$ cat config.mk
export PLATFORM = sky130hd
export DESIGN_NAME = acs_adc_conversion_sequencer
export DESIGN_NICKNAME = d
export VERILOG_FILES = /design/src/verilog/acs_adc_conversion_sequencer.v
export VERILOG_INCLUDE_DIRS = /design/src /design/src/pkg
export SDC_FILE = /design/constraint.sdc
export NUM_CORES = 1
export LEC_CHECK = 0
export BUFFER_PORTS_ARGS = -buffer_cell sky130_fd_sc_hd__clkbuf_2
export CAP_MARGIN = 20
export CORE_AREA = 2 2 112 114
export DETAILED_ROUTE_END_ITERATION = 10
export DIE_AREA = 0 0 114 116
export HOLD_SLACK_MARGIN = 0.15
export PLACE_DENSITY = 0.8
export SETUP_SLACK_MARGIN = 0.15
export SLEW_MARGIN = 0
export SYNTH_ARGS = -nofsm -noshare
export SYNTH_HDL_FRONTEND = slang
export SYNTH_SLANG_ARGS = --single-unit
$ cat constraint.sdc
create_clock -name clk -period 5.4 [get_ports clk]
set_input_delay 1.35 -clock clk [delete_from_list [all_inputs] [get_ports clk]]
set_output_delay 1.35 -clock clk [all_outputs]
set_load 0.02 [all_outputs]
$ cat src/pkg/acs_defs.vh
/*
 * constants for the conversion sequencer: apb offsets, register fields,
 * reset values, mode and clock encodings and fixed counts.
 * assumes plain verilog-2005 and inclusion by bare name.
 */
// Function
// converter off in reset or channel all ones
// idle when done; async clock enabled at start
// 12-bit approximation, 9-bit in 8-bit mode
// round to 10 or 8 bits, place result
// transfer sets complete flag, irq if enabled
// compare result when compare enable set
// four clock sources, bus clock after reset
// divide selected clock by 1, 2, 4, 8
// async clock kept running in wait, stop3
// disabled pin: hi-z, no input, no pullup
// upper disable bits 7..0 map channels 23..16
// hardware trigger rising edge starts conversion
// ignore edges while busy or continuous running
// first control write starts unless channel ones
// continuous mode restarts after every transfer
// high read without low read blocks transfer; code blocks only outside 8-bit mode
// blocked transfer restarts, except failed single compare
// software avoids result reads during single conversion
// control, config, compare writes abort conversion
// reset or stop without async clock aborts
// abort keeps result; reset clears it
// low power bit lowers converter power
// clock select codes 00 bus to 11 async
// mode codes 00 8-bit, 01 12, 10 10-bit
// compare gates flag and transfer by direction
// synchronise hardware trigger before edge detect
`ifndef ACS_DEFS_VH
`define ACS_DEFS_VH

// register byte offsets on apb
`define ACS_OFF_SC1     12'h000
`define ACS_OFF_SC2     12'h004
`define ACS_OFF_RESH    12'h008
`define ACS_OFF_RESL    12'h00C
`define ACS_OFF_CVH     12'h010
`define ACS_OFF_CVL     12'h014
`define ACS_OFF_CFG     12'h018
`define ACS_OFF_PDL     12'h01C
`define ACS_OFF_PDM     12'h020
`define ACS_OFF_PDU     12'h024
`define ACS_OFF_MODE    12'h028

// first status/control fields
`define ACS_SC1_CONVERSION_COMPLETE_FLAG    7
`define ACS_SC1_COMPLETE_IRQ_ENABLE    6
`define ACS_SC1_CONT    5
`define ACS_CH_OFF      5'h1F
// second status/control fields
`define ACS_SC2_ACT     7
`define ACS_SC2_TRG     6
`define ACS_SC2_CFE     5
`define ACS_SC2_CFGT    4
// configuration fields
`define ACS_CFG_LPC     7
`define ACS_CFG_DIVH    6
`define ACS_CFG_DIVL    5
`define ACS_CFG_MODEH   3
`define ACS_CFG_MODEL   2
// system mode register fields
`define ACS_MD_WAIT     0
`define ACS_MD_STOP     1

// resolution and clock source codes
`define ACS_MODE_8      2'h0
`define ACS_MODE_12     2'h1
`define ACS_MODE_10     2'h2
`define ACS_CLK_BUS     2'h0
`define ACS_CLK_BUS2    2'h1
`define ACS_CLK_ALT     2'h2
`define ACS_CLK_ASYNC   2'h3

// reset values
`define ACS_SC1_RST     8'h1F
`define ACS_ZERO8       8'h00
// converter clock ticks per conversion (sample plus approximation)
`define ACS_CONV_TICKS  5'h17
`define ACS_TICK_ONE    5'h01

`endif

$ cat src/verilog/acs_adc_conversion_sequencer.v
/*
 * control logic of a successive-approximation converter: apb register
 * file, clock source and divider, trigger handling, rounding, compare,
 * result blocking and abort. assumes an analogue core that converts on
 * request and returns a 12-bit raw code; async and alternate clocks
 * arrive as pins and are only sampled as tick sources here.
 */
`timescale 1ns/10ps
`include "acs_defs.vh"

module acs_adc_conversion_sequencer (
	input  wire        clk,            // bus clock, 50 MHz
	input  wire        reset,          // synchronous, active high
	input  wire        psel,           // apb select
	input  wire        penable,        // apb access phase
	input  wire        pwrite,         // apb direction
	input  wire [11:0] paddr,          // apb byte address
	input  wire [31:0] pwdata,         // apb write data
	output reg  [31:0] prdata,         // apb read data
	output reg         pready,         // apb ready
	output reg         pslverr,        // apb error
	input  wire        hwTrigger,      // asynchronous hardware trigger
	input  wire        altClock,       // alternate clock source pin
	input  wire        asyncClock,     // internal async oscillator output
	input  wire [11:0] coreResult,     // raw approximation code from core
	output reg         coreStart,      // start pulse to analogue core
	output reg         coreEnable,     // core powered
	output reg         asyncClockEn,   // async oscillator enable
	output reg         lowPower,       // low power bias to core
	output reg         convClock,      // converter clock level
	output reg  [4:0]  coreChannel,    // channel to core
	output reg  [23:0] pinDisable,     // per-pin analogue disable
	output reg         completeIrq     // completion interrupt level
);

	// state codes
	localparam ST_IDLE = 2'h0;             // waiting for a start
	localparam ST_CONV = 2'h1;             // conversion running
	localparam ST_DONE = 2'h2;             // result evaluation

	// software visible registers
	reg  [7:0]  sc1_ff;                    // flag, irq enable, continuous, channel
	reg  [7:0]  sc2_ff;                    // trigger, compare controls
	reg  [7:0]  cfg_ff;                    // low power, divide, mode, clock
	reg  [7:0]  cvh_ff;                    // compare value high
	reg  [7:0]  cvl_ff;                    // compare value low
	reg  [7:0]  resh_ff;                   // result high
	reg  [7:0]  resl_ff;                   // result low
	reg  [1:0]  sysMode_ff;                // wait and stop indications
	reg  [1:0]  state_ff;                  // sequencer state
	reg  [4:0]  ticks_ff;                  // converter clock ticks left
	reg  [2:0]  div_ff;                    // converter clock divider
	reg         halfBus_ff;                // bus clock halved
	reg         highRead_ff;               // high read, low not yet
	reg         contRun_ff;                // continuous sequence active
	reg  [2:0]  trgSync_ff;                // trigger synchroniser + history
	reg  [1:0]  altSync_ff;                // alternate clock synchroniser
	reg  [1:0]  asySync_ff;                // async clock synchroniser
	reg         altLast_ff;                // previous alternate level
	reg         asyLast_ff;                // previous async level

	// decoded bus access
	wire        wrEn   = psel & penable & pwrite;
	wire        rdEn   = psel & penable & ~pwrite;
	wire        wrSc1  = wrEn & (paddr == `ACS_OFF_SC1);
	wire        wrCfgs = wrEn & ((paddr == `ACS_OFF_SC2) | (paddr == `ACS_OFF_CFG) |
		(paddr == `ACS_OFF_CVH) | (paddr == `ACS_OFF_CVL));
	wire        rdResh = rdEn & (paddr == `ACS_OFF_RESH);
	wire        rdResl = rdEn & (paddr == `ACS_OFF_RESL);
	wire        chanOff = (sc1_ff[4:0] == `ACS_CH_OFF);
	wire [1:0]  mode   = cfg_ff[`ACS_CFG_MODEH:`ACS_CFG_MODEL];
	wire [1:0]  clkSel = cfg_ff[1:0];
	wire [1:0]  divSel = cfg_ff[`ACS_CFG_DIVH:`ACS_CFG_DIVL];
	wire        isAsync = (clkSel == `ACS_CLK_ASYNC);
	wire        stopAbort = sysMode_ff[`ACS_MD_STOP] & ~isAsync;
	wire        hwMode = sc2_ff[`ACS_SC2_TRG];
	wire        cfe    = sc2_ff[`ACS_SC2_CFE];
	wire        cfgt   = sc2_ff[`ACS_SC2_CFGT];
	wire        contEn = sc1_ff[`ACS_SC1_CONT];
	wire        trgRise = trgSync_ff[1] & ~trgSync_ff[2];

	// source tick selection, one pulse per source clock period
	reg         srcTick;
	always @* begin
		case (clkSel)
			`ACS_CLK_BUS:  srcTick = 1'b1;
			`ACS_CLK_BUS2: srcTick = halfBus_ff;
			`ACS_CLK_ALT:  srcTick = altSync_ff[1] & ~altLast_ff;
			default:       srcTick = asySync_ff[1] & ~asyLast_ff;
		endcase
	end

	// divider: 1, 2, 4 or 8 source ticks per converter tick
	wire [2:0]  divMax = (3'h1 << divSel) - 3'h1;
	wire        convTick = srcTick & (div_ff >= divMax);

	// rounding and compare arithmetic
	wire [12:0] rnd10  = {1'b0, coreResult} + 13'h0002;
	wire [12:0] rnd8   = {1'b0, coreResult} + 13'h0008;
	reg  [11:0] rounded;                   // result at selected width
	always @* begin
		case (mode)
			`ACS_MODE_10: rounded = rnd10[12] ? 12'h3FF : {2'h0, rnd10[11:2]};
			`ACS_MODE_8:  rounded = rnd8[12] ? 12'h0FF : {4'h0, rnd8[11:4]};
			default:      rounded = coreResult;
		endcase
	end
	wire [11:0] cmpVal = {cvh_ff[3:0], cvl_ff};
	wire [11:0] diff   = rounded - cmpVal; // two's complement add
	wire        geq    = (rounded >= cmpVal);
	wire        cmpOk  = ~cfe | (cfgt ? geq : ~geq);
	wire [11:0] xfer   = cfe ? diff : rounded;
	wire        blocked = highRead_ff & (mode != `ACS_MODE_8);

	// start requests
	wire        wrChanOk = wrSc1 & (pwdata[4:0] != `ACS_CH_OFF);
	wire        hwStart = hwMode & trgRise & (state_ff == ST_IDLE) & ~contRun_ff &
		~chanOff;

	// sequencer
	reg  [1:0]  nxt_state;
	reg         nxt_start;
	reg         nxt_xfer;
	reg         nxt_cont;
	always @* begin
		nxt_state = state_ff;
		nxt_start = 1'b0;
		nxt_xfer  = 1'b0;
		nxt_cont  = contRun_ff;
		if (wrSc1 | wrCfgs | stopAbort | chanOff) begin
			nxt_state = ST_IDLE;
			nxt_cont  = 1'b0;
			if (wrChanOk & ~hwMode) begin
				nxt_state = ST_CONV;
				nxt_start = 1'b1;
				nxt_cont  = pwdata[`ACS_SC1_CONT];
			end
		end else begin
			case (state_ff)
				ST_IDLE: begin
					if (hwStart) begin
						nxt_state = ST_CONV;
						nxt_start = 1'b1;
						nxt_cont  = contEn;
					end
				end
				ST_CONV: begin
					if (convTick & (ticks_ff == `ACS_TICK_ONE))
						nxt_state = ST_DONE;
				end
				ST_DONE: begin
					nxt_xfer = cmpOk & ~blocked;
					if (blocked & ~(~contEn & cfe & ~cmpOk)) begin
						nxt_state = ST_CONV;
						nxt_start = 1'b1;
					end else if (contEn) begin
						nxt_state = ST_CONV;
						nxt_start = 1'b1;
					end else begin
						nxt_state = ST_IDLE;
						nxt_cont  = 1'b0;
					end
				end
				default: nxt_state = ST_IDLE;
			endcase
		end
	end

	// registers, sequencing and clocking
	always @(posedge clk) begin
		if (reset) begin
			sc1_ff      <= `ACS_SC1_RST;
			sc2_ff      <= `ACS_ZERO8;
			cfg_ff      <= `ACS_ZERO8;
			cvh_ff      <= `ACS_ZERO8;
			cvl_ff      <= `ACS_ZERO8;
			resh_ff     <= `ACS_ZERO8;
			resl_ff     <= `ACS_ZERO8;
			sysMode_ff  <= 2'h0;
			pinDisable  <= 24'h000000;
			state_ff    <= ST_IDLE;
			ticks_ff    <= 5'h00;
			div_ff      <= 3'h0;
			halfBus_ff  <= 1'b0;
			highRead_ff <= 1'b0;
			contRun_ff  <= 1'b0;
			trgSync_ff  <= 3'h0;
			altSync_ff  <= 2'h0;
			asySync_ff  <= 2'h0;
			altLast_ff  <= 1'b0;
			asyLast_ff  <= 1'b0;
			prdata      <= 32'h00000000;
			pready      <= 1'b0;
			pslverr     <= 1'b0;
			coreStart   <= 1'b0;
			coreEnable  <= 1'b0;
			asyncClockEn <= 1'b0;
			lowPower    <= 1'b0;
			convClock   <= 1'b0;
			coreChannel <= 5'h1F;
			completeIrq <= 1'b0;
		end else begin
			// pin inputs: two flops before any use
			trgSync_ff <= {trgSync_ff[1:0], hwTrigger};
			altSync_ff <= {altSync_ff[0], altClock};
			asySync_ff <= {asySync_ff[0], asyncClock};
			altLast_ff <= altSync_ff[1];
			asyLast_ff <= asySync_ff[1];
			halfBus_ff <= ~halfBus_ff;
			state_ff   <= nxt_state;
			contRun_ff <= nxt_cont;
			coreStart  <= nxt_start;

			// divider runs continuously, cleared at each start
			if (nxt_start)
				div_ff <= 3'h0;
			else if (srcTick)
				div_ff <= convTick ? 3'h0 : div_ff + 3'h1;
			if (nxt_start)
				ticks_ff <= `ACS_CONV_TICKS;
			else if (convTick & (state_ff == ST_CONV))
				ticks_ff <= ticks_ff - 5'h01;
			if (convTick & (state_ff == ST_CONV))
				convClock <= ~convClock;

			// result transfer keeps old data on abort
			if (nxt_xfer) begin
				resh_ff <= {4'h0, xfer[11:8]};
				resl_ff <= xfer[7:0];
			end

			// high-then-low read tracking for blocking
			if (rdResh)
				highRead_ff <= 1'b1;
			else if (rdResl | wrSc1)
				highRead_ff <= 1'b0;

			// completion flag: set wins, cleared by control write or low result read
			if (nxt_xfer)
				sc1_ff[`ACS_SC1_CONVERSION_COMPLETE_FLAG] <= 1'b1;
			else if (wrSc1 | rdResl)
				sc1_ff[`ACS_SC1_CONVERSION_COMPLETE_FLAG] <= 1'b0;
			if (wrSc1)
				sc1_ff[6:0] <= pwdata[6:0];

			// configuration writes
			if (wrEn & (paddr == `ACS_OFF_SC2))
				sc2_ff <= {1'b0, pwdata[6:4], 4'h0};
			if (wrEn & (paddr == `ACS_OFF_CFG))
				cfg_ff <= {pwdata[7:5], 1'b0, pwdata[3:0]};
			if (wrEn & (paddr == `ACS_OFF_CVH))
				cvh_ff <= {4'h0, pwdata[3:0]};
			if (wrEn & (paddr == `ACS_OFF_CVL))
				cvl_ff <= pwdata[7:0];
			if (wrEn & (paddr == `ACS_OFF_MODE))
				sysMode_ff <= pwdata[1:0];
			if (wrEn & (paddr == `ACS_OFF_PDL))
				pinDisable[7:0] <= pwdata[7:0];
			if (wrEn & (paddr == `ACS_OFF_PDM))
				pinDisable[15:8] <= pwdata[7:0];
			if (wrEn & (paddr == `ACS_OFF_PDU))
				pinDisable[23:16] <= pwdata[7:0];

			// outputs to the analogue core
			coreEnable   <= (nxt_state != ST_IDLE);
			asyncClockEn <= isAsync & ((nxt_state != ST_IDLE) |
				sysMode_ff[`ACS_MD_WAIT] | sysMode_ff[`ACS_MD_STOP]);
			// bias and channel follow a write at once, in step with coreEnable
			lowPower     <= (wrEn & (paddr == `ACS_OFF_CFG)) ? pwdata[`ACS_CFG_LPC] :
				cfg_ff[`ACS_CFG_LPC];
			coreChannel  <= wrSc1 ? pwdata[4:0] : sc1_ff[4:0];
			completeIrq  <= (sc1_ff[`ACS_SC1_CONVERSION_COMPLETE_FLAG] | nxt_xfer) & sc1_ff[`ACS_SC1_COMPLETE_IRQ_ENABLE] &
				~(wrSc1 & ~pwdata[`ACS_SC1_COMPLETE_IRQ_ENABLE]);

			// apb: zero wait states, unmapped reads zero with error
			pready  <= psel & ~penable;
			pslverr <= 1'b0;
			prdata  <= 32'h00000000;
			if (psel & ~penable) begin
				case (paddr)
					`ACS_OFF_SC1:  prdata[7:0] <= sc1_ff;
					`ACS_OFF_SC2:  prdata[7:0] <= {(state_ff != ST_IDLE), sc2_ff[6:0]};
					`ACS_OFF_RESH: prdata[7:0] <= resh_ff;
					`ACS_OFF_RESL: prdata[7:0] <= resl_ff;
					`ACS_OFF_CVH:  prdata[7:0] <= cvh_ff;
					`ACS_OFF_CVL:  prdata[7:0] <= cvl_ff;
					`ACS_OFF_CFG:  prdata[7:0] <= cfg_ff;
					`ACS_OFF_PDL:  prdata[7:0] <= pinDisable[7:0];
					`ACS_OFF_PDM:  prdata[7:0] <= pinDisable[15:8];
					`ACS_OFF_PDU:  prdata[7:0] <= pinDisable[23:16];
					`ACS_OFF_MODE: prdata[7:0] <= {6'h00, sysMode_ff};
					default:       pslverr <= 1'b1;
				endcase
			end
		end
	end

endmodule

Word level (Yosys, flattened, before mapping)
Cells that the tools add are included.
{"block": "totals", "regBits": 135, "in_bits": 64, "wordCells": 187}
{"block": "op_classes", "addsub": 6, "magnitude_cmp": 2, "eq_ne": 22, "shifts": 1, "muxes": 37, "bitwise": 69, "n_reduce_logical": 15}
{"operator": "$pmux 8 s11", "count": 1}
{"operator": "$eq 12x5->1 const B", "count": 4}
{"operator": "$and 1x1->1", "count": 38}
{"operator": "$eq 12x6->1 const B", "count": 3}
{"operator": "$eq 12x4->1 const B", "count": 2}
{"operator": "$pmux 12 s2", "count": 1}
{"operator": "$mux 1", "count": 21}
{"operator": "$not 1->1", "count": 20}
{"operator": "$mux 5", "count": 3}
{"operator": "$add 12x2->13 const B", "count": 1}
{"operator": "$add 12x4->13 const B", "count": 1}
{"operator": "$eq 12x3->1 const B", "count": 1}
{"operator": "$ge 12x12->1", "count": 1}
{"operator": "$logic_not 12->1", "count": 1}
{"operator": "$mux 12", "count": 1}
{"operator": "$reduce_bool 2->1", "count": 6}
{"operator": "$sub 12x12->12", "count": 1}
{"operator": "$or 1x1->1", "count": 11}
{"operator": "$reduce_or 11->1", "count": 1}
{"operator": "$mux 10", "count": 1}
{"operator": "$eq 2x2->1 const B", "count": 4}
{"operator": "$mux 8", "count": 1}
{"operator": "$logic_not 2->1", "count": 3}
{"operator": "$mux 2", "count": 3}
{"operator": "18 further kinds", "count": 22}

Depth between registers and ports, before layout
{"block": "logic_depth", "word_depth": 18, "depth_mapped": 15, "mapped_depth_nobuf": 13}

Least setup slack after synthesis
Ideal clock, no wire load.
{"block": "synth_path", "kind": "input-to-reg", "startpoint": "input coreResult[3]", "endpoint": "register resl_ff[7]", "setup_time_ns": 0.091, "t_arrival_ns": 4.287, "required_time_ns": 5.309, "setup_slack_ns": 1.022, "path_stages": 15, "n_path_buf": 2, "path_cell_list": "and4_1 buf_2 a311oi_2 inv_1 o221ai_1 ha_1 inv_1 fa_1 nand3_1 a31o_2 a21oi_1 o311a_1 and2_4 buf_6 a311oi_1"}
{"block": "synth_via", "elab_chain_cells": 10}
{"item": "from (decl)", "line_no": "acs_adc_conversion_sequencer.v:25", "rtl": "input wire [11:0] coreResult,"}
{"item": "$add 12x4->13 / $add 12x2->13 (equally long branches)", "line_no": "acs_adc_conversion_sequencer.v:99, acs_adc_conversion_sequencer.v:98"}
{"item": "$mux 8 / $mux 10 (equally long branches)", "line_no": "acs_adc_conversion_sequencer.v:104, acs_adc_conversion_sequencer.v:103"}
{"item": "$pmux 12 s2 (*)", "line_no": "acs_adc_conversion_sequencer.v:102", "rtl": "case (mode)"}
{"item": "$ge 12x12->1", "line_no": "acs_adc_conversion_sequencer.v:110", "rtl": "wire geq = (rounded >= cmpVal);"}
{"item": "$not 1->1", "line_no": "acs_adc_conversion_sequencer.v:111", "rtl": "wire cmpOk = ~cfe | (cfgt ? geq : ~geq);"}
{"item": "$mux 1", "line_no": "acs_adc_conversion_sequencer.v:111"}
{"item": "$or 1x1->1", "line_no": "acs_adc_conversion_sequencer.v:111"}
{"item": "$and 1x1->1", "line_no": "acs_adc_conversion_sequencer.v:152", "rtl": "nxt_xfer = cmpOk & ~blocked;"}
{"item": "$mux 1", "line_no": "acs_adc_conversion_sequencer.v:139", "rtl": "case (state_ff)"}
{"item": "$mux 1", "line_no": "acs_adc_conversion_sequencer.v:130", "rtl": "if (wrSc1 | wrCfgs | stopAbort | chanOff) begin"}
{"item": "to (signal assigned)", "line_no": "acs_adc_conversion_sequencer.v:178", "rtl": "resl_ff <= `ACS_ZERO8;"}
{"item": "to (signal assigned)", "line_no": "acs_adc_conversion_sequencer.v:229", "rtl": "resl_ff <= xfer[7:0];"}
{"item": "to (decl)", "line_no": "acs_adc_conversion_sequencer.v:48", "rtl": "reg [7:0] resl_ff;"}
Mark *: on every way between the ends. The rest lies on a longest branch, timed or not.
A chain may end at the register's enable or synchronous reset.

Worst setup path after layout
{"block": "layout_path", "startpoint": "input coreResult[3]", "endpoint": "register resl_ff[5]"}
Same word-level chain as after synthesis.

==> reports/qor.txt <==
outcome = finished, final reports clean
DP Wirelength = 12.8 mm
grt total ovfl = 0
Worst VDD drop = 155 uV
DRT Pass-1 Iters = 5
PortBufs = 84
initial antenna violation count = 0
Layout Nets = 920
Worst slew margin = 24.2%
sequential share of power = 49.5%
synth top area cells = dfxtp_1 34%, mux2i_1 6.2%, a21oi_1 5.0%
Hold Buf Count CTS = 0
Setup Crit Path Kind = input pin to register
Synthesis Warnings = 0
DR iter-0 viols = 599
clock sink total = 111
Post-DRT Antenna Nets = 0
CP cell instances = clkbuf_2 -> and4_1 -> a311oi_2 -> inv_1 -> o221ai_1 -> ha_1 -> inv_1 -> fa_1 -> nand3_1 -> a31o_2 -> a21oi_1 -> o311a_1 -> and2_4 -> a311oi_1
H-tree Lvls = 3
NetSw = 0.422 mW
Slew @ Worst Pin = 1.12 ns
crit share post-route = 89.3%
Int Power = 1.24 mW
Net Sw Frac = 25.4%
most numerous cell in the Yosys netlist = dfxtp_1
clock buffer depth = 2
WL final = 17.8 mm
crit start category = input pin
number of fill cells = 1,047
cell mode on critical path = inv_1
vias in the first global route = 5,327
largest family of logic cells by synthesized area = simple AND/OR/NAND/NOR gates
Final Non-Filler Cells = 987
clk_lat worst skew = 0.35 ns
register area share after synthesis = 33.5%
Die Ht = 116 um
adder-cell share of the synthesized area = 4.08%
Max Clock Freq = 207 MHz
Layout area overhead = 9.46%
leakage = 2.74 nW
starting density of the core = 55.6%
Die ar. = 13,200 um2
Simple-Gate Fraction of Synth Area = 22.7%
gr usage total = 26.5%
critical path's largest stage delay = 0.65 ns
die width = 114 um
final slew viol count = 0
Post-Route Utilization = 60.9%
ys flop type = dfxtp_1
DP Cell Count = 971
multiplexer share of the synthesized area = 7.89%
setup total negative slack = 0 ns
XOR/XNOR share of the synthesized area = 2.12%
Hold Path Class = register to register
post-synthesis register bit count = 111
multi-input logic area = 3960 um2
Distinct cells, synth = 83
Pwr Total = 1.66 mW
EDFF count, synth = 0
crit path max fanout = 12
dominant cell type by area after synthesis = dfxtp_1
power share of the combinational group = 9.5%
Register Area = 2220 um2
Crit-path slowest cell = a311oi_2
I/O Pins = 133
max_cap viols = 0
PD cells = 229 nW/um2
Syn Area/Cell = 8.53 um2
antenna cells = 0
Final Setup Violations = 0
final hold slack = 0.426 ns
Crit path required time = 5.65 ns
WL/cell = 18.1 um
Clk pwr share = 40.9%
CTS Buf Count = 9
# DRC = 0
share of layout cells above drive strength 1 = 17.7%
Top delay family on crit path = compound AO/OA/AOI/OAI gates
Post-synth top cells = 111 x dfxtp_1, 67 x nor2_1, 66 x a21oi_1, 66 x nand2_1, 41 x mux2i_1
Synth Area in Compound Gates = 21.5%
Via Count = 6,129
largest net degree at the start of global routing = 50
worst path buffer plus inverter count = 3
Resized Gates After CTS = 0
CTS tree = done
Hold Vio Cnt, Final = 0
area of the core = 11,900 um2
clock skew = 0.00989 ns
setup bufs post-CTS = 0
crit path capture type = register
CTS root buf = clkbuf_16
# rows = 40
Yosys top cell area share = 33.5%
global-route wire length before repair = 27.6 mm
cell area after synthesis = 6630 um2
Min Clock Period, post-route = 4.82 ns
routability cong. = 0.931
Vias/cell = 6.21
CP arrival = 5.07 ns
Mapped Cells = 777
RSZ-0062 raised after global routing = no
Post-synth ARST share = 0%
Clock transition at path regs = 0.08 ns
## power groups by stage
| stage | sequential [mW] | combinational, mW | clock, mW |
|---|---|---|---|
| finish | 0.823 | 0.158 | 0.680 |
| global route | 0.823 | 0.171 | 0.714 |
| CTS | 0.823 | 0.155 | 0.686 |
| detailed placement | 0.842 | 0.154 | 0 |
| global placement | 0.842 | 0.152 | 0 |
| floorplan | 0.842 | 0.122 | 0 |
## layer usage
layer	part of all wire (%)	GRT usage, %
met1	43	36.0
met4	2.0	6.99
met2	46	42.4
met5	0	0
met3	8.8	6.43
## sequential cells by signal, indices dropped and copies added (netlist names), 3 cells and up
signal       count
cfg_ff           7
cvh_ff           4
div_ff           3
cvl_ff           8
resh_ff          4
sc2_ff           3
ticks_ff         5
resl_ff          8
sc1_ff           8
trgSync_ff       3
coreChannel      5
prdata           8
pinDisable      24
## cells by family (layout without fill, tap and decap cells)
logic type,count (synthesis),after routing
and+or+nand+nor,275,275
AOI/OAI and AO/OA,203,203
DFF,111,111
buffers and inverters,99,139
muxes,51,51
adders and majority gates,21,21
xor gates and xnor gates,16,16
other,1,24
## placed cells by master, fill, tap and decap left out, types with 5 or more instances in the layout
cell type and count:
mux2_2 10, nand3_1 29, a211oi_1 18, dfxtp_1 111, a222oi_1 9, mux2i_1 41, nor3_1 18, a211o_1 9
inv_1 35, a21oi_1 66, clkbuf_2 83, ha_1 20, xnor2_1 9, nand4_1 10, o21a_1 10, and2_1 5
nand3b_1 6, nand2b_1 9, o211ai_1 5, nor2_1 67, a221oi_1 6, xor2_1 7, nor2b_1 17, a31o_2 5
a31oi_1 8, nand2_1 66, o21ai_0 21, clkbuf_16 9, conb_1 24
## through the flow
stage / instance area (um2) / worst slack [ns]
final: 7250 / 0.580
after global routing: 7250 / 0.335
after CTS: 7250 / 0.693
after detailed placement: 6950 / 0.341
after global placement: 6950 / 0.392
after floorplan: 6710 / 1.02
## final cells by class
type                    instances  share of cell area [%]
multi-input cells             590                    54.6
well taps                     147                    2.54
clock buffers                   9                    3.11
flip-flops and latches        111                    30.6
inverters                      35                    1.81
repair buffers                 88                    6.21
clock inverters                 7                    1.09
## final timing paths
| kind | cells past startpoint | end | slack (ns) | startpoint |
|---|---|---|---|---|
| setup / recovery | 14 | resl_ff[5] | 0.58 | coreResult[3] |
| hold / removal | 1 | halfBus_ff | 0.43 | halfBus_ff |
| setup reg to reg | 12 | resl_ff[5] | 1.55 | cfg_ff[2] |
| hold reg to reg | 1 | halfBus_ff | 0.43 | halfBus_ff |
Note: power is estimated with default switching activity, not from simulation.
